$ cat src/rtl/rps_pkg.sv
// package: pin bundle, states and timing counts for the reader power sequencer
package rps_pkg;

  localparam int unsigned CLK_PERIOD_NS = 10;
  localparam int unsigned REF_CLOCK_HZ = 24000000;
  localparam int unsigned CLK_HZ = 100000000;

  localparam int unsigned SETTLE_US = 5000;
  localparam int unsigned INIT_US = 10000;
  localparam int unsigned DIS_US = 100;
  localparam int unsigned OFF_US = 50000;
  localparam int unsigned BOOT_REF_CYCLES = 8706;

  // least times, rounded up to whole clock cycles
  localparam int unsigned SETTLE_CYC = (SETTLE_US * 1000 + CLK_PERIOD_NS - 1) / CLK_PERIOD_NS;
  localparam int unsigned INIT_CYC = (INIT_US * 1000 + CLK_PERIOD_NS - 1) / CLK_PERIOD_NS;
  localparam int unsigned DIS_CYC = (DIS_US * 1000 + CLK_PERIOD_NS - 1) / CLK_PERIOD_NS;
  localparam int unsigned OFF_CYC = (OFF_US * 1000 + CLK_PERIOD_NS - 1) / CLK_PERIOD_NS;
  localparam longint unsigned BOOT_CYC_L =
    (longint'(BOOT_REF_CYCLES) * CLK_HZ + REF_CLOCK_HZ - 1) / REF_CLOCK_HZ;
  localparam int unsigned BOOT_CYC = int'(BOOT_CYC_L);

  localparam int unsigned CNT_W = 24;

  typedef enum logic [3:0] {
    S_OFF = 4'h0,
    S_MAIN_ON = 4'h1,
    S_SETTLE = 4'h2,
    S_INIT = 4'h3,
    S_BOOT_HOLD = 4'h4,
    S_WAIT_READY = 4'h5,
    S_RUN = 4'h6,
    S_DIS_WAIT = 4'h7,
    S_DIS_HOLD = 4'h8,
    S_DISABLED = 4'h9,
    S_PREINIT = 4'hA
  } rps_state_type;

  typedef struct packed {
    logic mainSupplyEn;
    logic coreSupplyEn;
    logic refClockRun;
    logic chipEnable;
    logic restartOut;
    logic restartOe;
    logic strapOut;
    logic strapOe;
    logic readyOut;
    logic readyOe;
  } rps_pins_type;

  localparam rps_pins_type PINS_RESET = '{
    mainSupplyEn: 1'b0, coreSupplyEn: 1'b0, refClockRun: 1'b0, chipEnable: 1'b0,
    restartOut: 1'b0, restartOe: 1'b1, strapOut: 1'b0, strapOe: 1'b0,
    readyOut: 1'b0, readyOe: 1'b0};

endpackage : rps_pkg

$ cat src/rtl/rps_timer.sv
// down counter that times one sequencer interval
`timescale 1ns/100ps
module rps_timer #(
  parameter int unsigned W = 24
) (
  input wire logic mclk,
  input wire logic rst_b,
  input wire logic start,
  input wire logic [W-1:0] loadVal,
  output logic busy
);

  logic [W-1:0] cnt;

  always_ff @(posedge mclk) begin
    if (!rst_b) begin
      cnt <= '0;
      busy <= 1'b0;
    end else if (start) begin
      cnt <= loadVal;
      busy <= 1'b1;
    end else if (busy) begin
      cnt <= cnt - 1'b1;
      busy <= (cnt > {{(W-1){1'b0}}, 1'b1});
    end
  end

endmodule : rps_timer

$ cat src/rtl/rps_sequencer.sv
// host side power, enable and restart sequencer for the reader chip
`timescale 1ns/100ps
module rps_sequencer #(
  parameter int unsigned SETTLE_CYCLES = rps_pkg::SETTLE_CYC,
  parameter int unsigned INIT_CYCLES = rps_pkg::INIT_CYC,
  parameter int unsigned DIS_CYCLES = rps_pkg::DIS_CYC,
  parameter int unsigned OFF_CYCLES = rps_pkg::OFF_CYC,
  parameter int unsigned BOOT_CYCLES = rps_pkg::BOOT_CYC
) (
  input wire logic mclk,
  input wire logic rst_b,
  input wire logic cmdPowerUp,
  input wire logic cmdPowerDown,
  input wire logic cmdDisable,
  input wire logic cmdEnable,
  input wire logic bootSelect,
  input wire logic restartIn,
  input wire logic readyIn,
  output rps_pkg::rps_pins_type pins,
  output logic [3:0] seqState,
  output logic deviceReady,
  output logic busy
);

  localparam int unsigned W = rps_pkg::CNT_W;

  rps_pkg::rps_state_type state;
  rps_pkg::rps_state_type next_state;
  rps_pkg::rps_pins_type next_pins;
  logic bootLatched;
  logic goPowerOff;
  logic timerStart;
  logic [W-1:0] timerLoad;
  logic timerBusy;
  logic restartSeen;
  logic readyTaken;

  function automatic logic inStartup(input rps_pkg::rps_state_type s);
    inStartup = (s == rps_pkg::S_INIT) || (s == rps_pkg::S_BOOT_HOLD) ||
      (s == rps_pkg::S_WAIT_READY);
  endfunction : inStartup

  rps_timer #(.W(W)) u_timer (
    .mclk(mclk),
    .rst_b(rst_b),
    .start(timerStart),
    .loadVal(timerLoad),
    .busy(timerBusy)
  );

  always_comb begin
    next_state = state;
    timerStart = 1'b0;
    timerLoad = '0;
    case (state)
      rps_pkg::S_OFF: begin
        if (cmdPowerUp && !timerBusy) begin
          next_state = rps_pkg::S_MAIN_ON;
        end
      end
      rps_pkg::S_MAIN_ON: begin
        next_state = rps_pkg::S_SETTLE;
        timerStart = 1'b1;
        timerLoad = W'(SETTLE_CYCLES);
      end
      rps_pkg::S_SETTLE, rps_pkg::S_PREINIT: begin
        if (!timerBusy) begin
          next_state = rps_pkg::S_INIT;
          timerStart = 1'b1;
          timerLoad = W'(INIT_CYCLES);
        end
      end
      rps_pkg::S_INIT: begin
        if (!timerBusy) begin
          next_state = bootLatched ? rps_pkg::S_BOOT_HOLD : rps_pkg::S_WAIT_READY;
          timerStart = bootLatched;
          timerLoad = W'(BOOT_CYCLES);
        end
      end
      rps_pkg::S_BOOT_HOLD: begin
        if (!timerBusy) begin
          next_state = rps_pkg::S_WAIT_READY;
        end
      end
      rps_pkg::S_WAIT_READY, rps_pkg::S_RUN: begin
        if (cmdPowerDown || cmdDisable) begin
          next_state = rps_pkg::S_DIS_WAIT;
          timerStart = 1'b1;
          timerLoad = W'(DIS_CYCLES);
        end else if (state == rps_pkg::S_WAIT_READY && readyTaken) begin
          next_state = rps_pkg::S_RUN;
        end
      end
      rps_pkg::S_DIS_WAIT: begin
        if (!timerBusy) begin
          next_state = goPowerOff ? rps_pkg::S_OFF : rps_pkg::S_DIS_HOLD;
          timerStart = 1'b1;
          timerLoad = W'(OFF_CYCLES);
        end
      end
      rps_pkg::S_DIS_HOLD: begin
        if (!timerBusy) begin
          next_state = rps_pkg::S_DISABLED;
        end
      end
      rps_pkg::S_DISABLED: begin
        if (cmdPowerDown) begin
          next_state = rps_pkg::S_OFF;
          timerStart = 1'b1;
          timerLoad = W'(OFF_CYCLES);
        end else if (cmdEnable) begin
          next_state = rps_pkg::S_PREINIT;
          timerStart = 1'b1;
          timerLoad = W'(SETTLE_CYCLES);
        end
      end
      default: begin
        next_state = rps_pkg::S_OFF;
      end
    endcase
  end

  wire stOff = (state == rps_pkg::S_OFF);
  wire stMainOnly = (state == rps_pkg::S_MAIN_ON);
  wire stClockStopped = (state == rps_pkg::S_DIS_HOLD) || (state == rps_pkg::S_DISABLED);
  // restart stays released through the enable-low interval and falls on entering DIS_HOLD or OFF
  wire stReleased = (state == rps_pkg::S_BOOT_HOLD) || (state == rps_pkg::S_WAIT_READY) ||
    (state == rps_pkg::S_RUN) || (state == rps_pkg::S_DIS_WAIT);

  always_comb begin
    next_pins = rps_pkg::PINS_RESET;
    next_pins.mainSupplyEn = !stOff;
    next_pins.coreSupplyEn = !stOff && !stMainOnly;
    next_pins.refClockRun = !stOff && !stMainOnly && !stClockStopped;
    next_pins.chipEnable = inStartup(state) || (state == rps_pkg::S_RUN);
    next_pins.restartOut = 1'b0;
    next_pins.restartOe = !stReleased;
    next_pins.strapOut = inStartup(state);
    next_pins.strapOe = inStartup(state);
    next_pins.readyOut = 1'b0;
    next_pins.readyOe = (state == rps_pkg::S_BOOT_HOLD);
  end

  always_ff @(posedge mclk) begin
    if (!rst_b) begin
      state <= rps_pkg::S_OFF;
      pins <= rps_pkg::PINS_RESET;
      deviceReady <= 1'b0;
      busy <= 1'b0;
    end else begin
      state <= next_state;
      pins <= next_pins;
      deviceReady <= (next_state == rps_pkg::S_RUN);
      busy <= (next_state != rps_pkg::S_RUN) && (next_state != rps_pkg::S_OFF) &&
        (next_state != rps_pkg::S_DISABLED);
    end
  end

  always_ff @(posedge mclk) begin
    if (!rst_b) begin
      bootLatched <= 1'b0;
      goPowerOff <= 1'b0;
    end else begin
      if ((stOff && cmdPowerUp) || (state == rps_pkg::S_DISABLED && cmdEnable)) begin
        bootLatched <= bootSelect;
      end
      if ((state == rps_pkg::S_WAIT_READY) || (state == rps_pkg::S_RUN)) begin
        goPowerOff <= cmdPowerDown;
      end
    end
  end

  // restart line seen low at restartIn while the host has let go
  always_ff @(posedge mclk) begin
    if (!rst_b) begin
      restartSeen <= 1'b0;
    end else begin
      restartSeen <= stReleased && !restartIn;
    end
  end

  // ready only counts once our own bootloader pull is gone and restart has risen
  assign readyTaken = !readyIn && !pins.readyOe && !restartSeen;

  assign seqState = state;

  // interval counters that only the checks below read
  localparam int NCNT = 5;
  logic [NCNT-1:0] cntCond;
  logic [W-1:0] gapCnt [NCNT];
  assign cntCond[0] = pins.coreSupplyEn;
  assign cntCond[1] = pins.chipEnable;
  assign cntCond[2] = !pins.chipEnable;
  assign cntCond[3] = !pins.mainSupplyEn;
  assign cntCond[4] = pins.readyOe;

  for (genvar gi = 0; gi < NCNT; gi++) begin : g_gap
    always_ff @(posedge mclk) begin
      if (!rst_b) begin
        gapCnt[gi] <= '1;
      end else if (!cntCond[gi]) begin
        gapCnt[gi] <= '0;
      end else if (gapCnt[gi] != '1) begin
        gapCnt[gi] <= gapCnt[gi] + 1'b1;
      end
    end
  end

  AST_CORE_AFTER_MAIN: assert property (@(posedge mclk) disable iff (!rst_b)
    pins.coreSupplyEn |-> pins.mainSupplyEn)
    else $error("core supply on without main supply");
  AST_CORE_OFF_FIRST: assert property (@(posedge mclk) disable iff (!rst_b)
    $fell(pins.mainSupplyEn) |-> !pins.coreSupplyEn && !pins.chipEnable && !pins.strapOe)
    else $error("main supply dropped before core supply or with pins driven");
  AST_CLOCK_AFTER_POWER: assert property (@(posedge mclk) disable iff (!rst_b)
    $rose(pins.refClockRun) |-> pins.mainSupplyEn && pins.coreSupplyEn)
    else $error("reference clock started before supplies");
  AST_INIT_AFTER_SETTLE: assert property (@(posedge mclk) disable iff (!rst_b)
    $rose(pins.chipEnable) |-> gapCnt[0] >= W'(SETTLE_CYCLES) && pins.restartOe &&
      pins.strapOe && pins.strapOut && pins.refClockRun)
    else $error("initial pin state applied too early or incomplete");
  AST_RELEASE_AFTER_INIT: assert property (@(posedge mclk) disable iff (!rst_b)
    $fell(pins.restartOe) |-> gapCnt[1] >= W'(INIT_CYCLES))
    else $error("restart released too early");
  AST_STRAP_HELD: assert property (@(posedge mclk) disable iff (!rst_b)
    (pins.chipEnable && !pins.restartOe && !deviceReady && !$past(deviceReady)) |->
      pins.strapOe && pins.strapOut)
    else $error("strap not held high during startup");
  AST_BOOT_HOLD: assert property (@(posedge mclk) disable iff (!rst_b)
    $fell(pins.readyOe) |-> gapCnt[4] >= W'(BOOT_CYCLES) && pins.chipEnable)
    else $error("bootloader hold on ready line too short");
  AST_NEVER_HIGH: assert property (@(posedge mclk) disable iff (!rst_b)
    pins.restartOe |-> !pins.restartOut)
    else $error("restart line driven high");
  AST_RUN_PINS: assert property (@(posedge mclk) disable iff (!rst_b)
    deviceReady |-> pins.chipEnable && !pins.restartOe && !pins.readyOe)
    else $error("enable or restart wrong while running");
  AST_RESTART_AFTER_DIS: assert property (@(posedge mclk) disable iff (!rst_b)
    $rose(pins.restartOe) |-> gapCnt[2] >= W'(DIS_CYCLES))
    else $error("restart pulled low too soon after enable fell");
  AST_CLOCK_IN_DIS: assert property (@(posedge mclk) disable iff (!rst_b)
    ($fell(pins.chipEnable) && pins.mainSupplyEn) |-> pins.refClockRun [*8])
    else $error("reference clock stopped during disable interval");
  AST_OFF_TIME: assert property (@(posedge mclk) disable iff (!rst_b)
    $rose(pins.mainSupplyEn) |-> gapCnt[3] >= W'(OFF_CYCLES))
    else $error("powered up again too soon");

  COV_RUN: cover property (@(posedge mclk) disable iff (!rst_b) $rose(deviceReady));
  COV_BOOT: cover property (@(posedge mclk) disable iff (!rst_b) $fell(pins.readyOe));
  COV_REENABLE: cover property (@(posedge mclk) disable iff (!rst_b)
    state == rps_pkg::S_PREINIT ##1 state == rps_pkg::S_INIT);
  COV_POWER_OFF: cover property (@(posedge mclk) disable iff (!rst_b) $fell(pins.mainSupplyEn));

endmodule : rps_sequencer

$ cat config.mk
export PLATFORM = sky130hd
export DESIGN_NAME = rps_sequencer
export DESIGN_NICKNAME = d
export VERILOG_FILES = /design/src/rtl/rps_pkg.sv /design/src/rtl/rps_timer.sv /design/src/rtl/rps_sequencer.sv
export SDC_FILE = /design/constraint.sdc
export NUM_CORES = 1
export LEC_CHECK = 0
export BUFFER_PORTS_ARGS = -buffer_cell sky130_fd_sc_hd__buf_2
export CAP_MARGIN = 10
export CORE_AREA = 5 5 88 90
export DETAILED_ROUTE_END_ITERATION = 8
export DIE_AREA = 0 0 93 95
export GPL_TIMING_DRIVEN = 0
export SKIP_CTS_REPAIR_TIMING = 1
export SYNTH_ARGS = -nofsm -noshare
export SYNTH_HDL_FRONTEND = slang
export SYNTH_SLANG_ARGS = --single-unit
$ cat constraint.sdc
create_clock -name mclk -period 5.4 [get_ports mclk]
set_input_delay 0.81 -clock mclk [delete_from_list [all_inputs] [get_ports mclk]]
set_output_delay 0.81 -clock mclk [all_outputs]
set_load 0.1 [all_outputs]
==> qor.csv <==
stage,metric,value,unit
detailed_routing,vias_per_cell,5.47,
critical_path,critPathMaxFanout,10,
placed_design,dp_hpwl,4390,µm
timing,hold_viol_final,0,
final_layout,num-nets-final,317,
timing,period_minus_slack,2.26,ns
final_layout,final_design_area_no_fill,0.00264,mm²
timing,clock.fmax,443,MHz
synthesis,synth_seq_cells,41,
final_layout,syn_to_final_growth,13.7,%
timing,clock-skew-final,0.00528,ns
min_path,worstHoldStart,goPowerOff$_SDFFE_PN0P_,
timing,timing.hold.ws,0.480,ns
timing,setup_tns,0,ns
detailed_routing,firstDrtPassIters,4,
synthesis,ys_seq_area_frac,0.354,
clocking,cts_tree,done,
synthesis,synthTopCellsByArea,"dfxtp_1, nor2_1, a21oi_1",
critical_path,regToRegEndpoint,u_timer.cnt[17]$_SDFFE_PN0P_,
timing,setup_viol,0,
die,ios,25,
pwr,irDropWorstVdd,267,µV
final_layout,antennaDiodeCount,0,
pwr,p_leak,1.06,nW
synthesis,synth.cell_area,0.00232,mm²
placed_design,io_buffer_count,22,
critical_path,r2r-start,seqState[1]$_SDFF_PN0_,
placed_design,gp_congestion,0.828,
flow_run,maxCapViolCount,0,
min_path,holdPathEnd,goPowerOff$_SDFFE_PN0P_,
timing,rsz0062_at_grt,false,
global_routing,use_met1,0.178,
synthesis,synthCells,276,
min_path,hold-path-cell-count,2,
clocking,max-clock-path-buffers,2,
final_layout,post-route-util,0.378,
timing,fin_crit_sh,0.418,
die,fp.dieArea,0.00884,mm²
global_routing,first_global_vias,2109,
synthesis,synth_edf_count,0,
clocking,cts_buffers,5,
detailed_routing,routed-via-count,2129,
clocking,cts_root_buffer,clkbuf_8,
global_routing,antenna_found_initial,0,
critical_path,reg2reg_slack,3.22,ns
die,initial_core_util,0.332,
clocking,clk_pin_slew,0.08,ns
critical_path,worst-r2r-cell-count,6,
timing,worstMarginPinSlew,0.683,ns
synthesis,yosys-top-cells-count,"dfxtp_1, nor2_1, a21oi_1",
die,core_area,0.00698,mm²
global_routing,use_met3,0.0279,
detailed_routing,drc,0,
critical_path,cp.arrival,2.46,ns
detailed_routing,wl_per_cell,15.2,µm
critical_path,startpoint_type,input pin,
critical_path,required,5.60,ns
die,die_w,93,µm
clocking,cts.htree.levels,2,
global_routing,grt_pass1_wl,10000,µm
synthesis,yosysWarnings,0,
global_routing,grt_most_used_layer,met2,
critical_path,end_kind,register,
global_routing,grtUsageMet2,0.247,
timing,drv_slew,0,
final_layout,layout-drive-gt1-share,0.189,
timing,setup_slack,3.14,ns
synthesis,yosys.area.top_type,dfxtp_1,
synthesis,synthFlopType,dfxtp_1,
detailed_routing,drtAntennaViolNets,0,
detailed_routing,drt_iter0_markers,156,
synthesis,netlist.area_leader.share,0.354,
final_layout,fin_cells,389,
synthesis,ys_async_sr_fraction,0,
min_path,hold_class,register to register,
synthesis,syn_avg_cell_area,8.40,µm²
global_routing,grt_max_degree,13,
detailed_routing,wl,5900,µm
synthesis,synth_most_common_cell,dfxtp_1,
synthesis,synth.distinct_cells,64,
die,fp.dieH,95,µm
clocking,numClockSinks,41,
global_routing,grt_overflow,0,
timing,slew_headroom,0.544,
pwr,p_total,1.63,mW
placed_design,place_inst,381,
pwr,power_density,616,mW/mm²
placed_design,dp_slack,2.84,ns
status,status,completed,
clocking,clock_latency,0.30,ns
die,num_rows,31,
critical_path,critPathKind,input pin to register,
global_routing,grt_usage,0.143,
placed_design,place_area,0.00253,mm²
## routing by layer
layer	share of wire	vias to the layer above
met5	0	-
met1	0.45	1001
li1	-	1066
met3	0.049	14
met2	0.48	48
met4	0.017	0
## worst max-delay path, cell delays in order
cell and delay, ns:
buf_2 0.12, nand2b_1 0.16, a31oi_1 0.33, nand4_1 0.50, o32a_1 0.32, o221a_1 0.22
## kinds of logic (layout without fill, tap and decap cells)
logic type               after synthesis  after routing  share of synthesized area
AND/OR/NAND/NOR                      127            127                      0.328
AO/OA/AOI/OAI                         64             64                      0.188
flip-flops                            41             41                      0.354
buffers and inverters                 26             56                     0.0604
XOR/XNOR                              14             14                     0.0529
adder cells (fa/ha/maj)                2              2                     0.0108
other                                  1              2                    0.00162
multiplexers                           1              1                    0.00432
## area by class of cell
class / instances / area [µm²]
Fill cell: 729 / 4350
Multi-Input combinational cell: 210 / 1360
Sequential cell: 41 / 821
Buffer: 19 / 114
Timing Repair Buffer: 22 / 110
Tap cell: 82 / 103
Clock buffer: 7 / 96.3
Inverter: 7 / 26.3
Clock inverter: 1 / 5.00
## registers in the layout (all words and copies together), names as in the netlist
| name | cells |
|---|---|
| restartSeen | 1 |
| busy | 1 |
| seqState | 4 |
| deviceReady | 1 |
| bootLatched | 1 |
| goPowerOff | 1 |
| u_timer.busy | 1 |
| pins | 7 |
| u_timer.cnt | 24 |
## cell usage in the layout, fill, tap and decap left out, types with 7 or more instances in the layout
master,n
dfxtp_1,41
buf_2,29
nor2_1,28
a21oi_1,20
nor3_1,17
nand2_1,16
o21ai_0,10
inv_1,7
nand2b_1,7
a31oi_1,7
xnor2_1,7
xor2_1,7
clkbuf_8,7
## power breakdown
| group | internal, mW | switching (mW) | leakage [nW] |
|---|---|---|---|
| clock | 0.116 | 0.107 | 0.0542 |
| combinational | 0.341 | 0.616 | 0.675 |
| sequential | 0.377 | 0.0688 | 0.335 |
| total | 0.834 | 0.792 | 1.06 |
## worst max path at each step
stage | cells past startpoint | endpoint | from | slack [ns]
2_1_floorplan | 8 | u_timer.cnt[8]$_SDFFE_PN0P_ | seqState[1]$_SDFF_PN0_ | 2.76
3_3_place_gp | 6 | u_timer.cnt[9]$_SDFFE_PN0P_ | cmdEnable | 2.87
3_5_place_dp | 6 | u_timer.cnt[9]$_SDFFE_PN0P_ | cmdEnable | 2.84
4_1_cts | 6 | u_timer.cnt[9]$_SDFFE_PN0P_ | cmdEnable | 3.17
5_1_grt | 6 | u_timer.cnt[9]$_SDFFE_PN0P_ | cmdEnable | 2.98
6_report | 6 | u_timer.cnt[9]$_SDFFE_PN0P_ | cmdEnable | 3.14
Power figures use the tool's default switching activity.
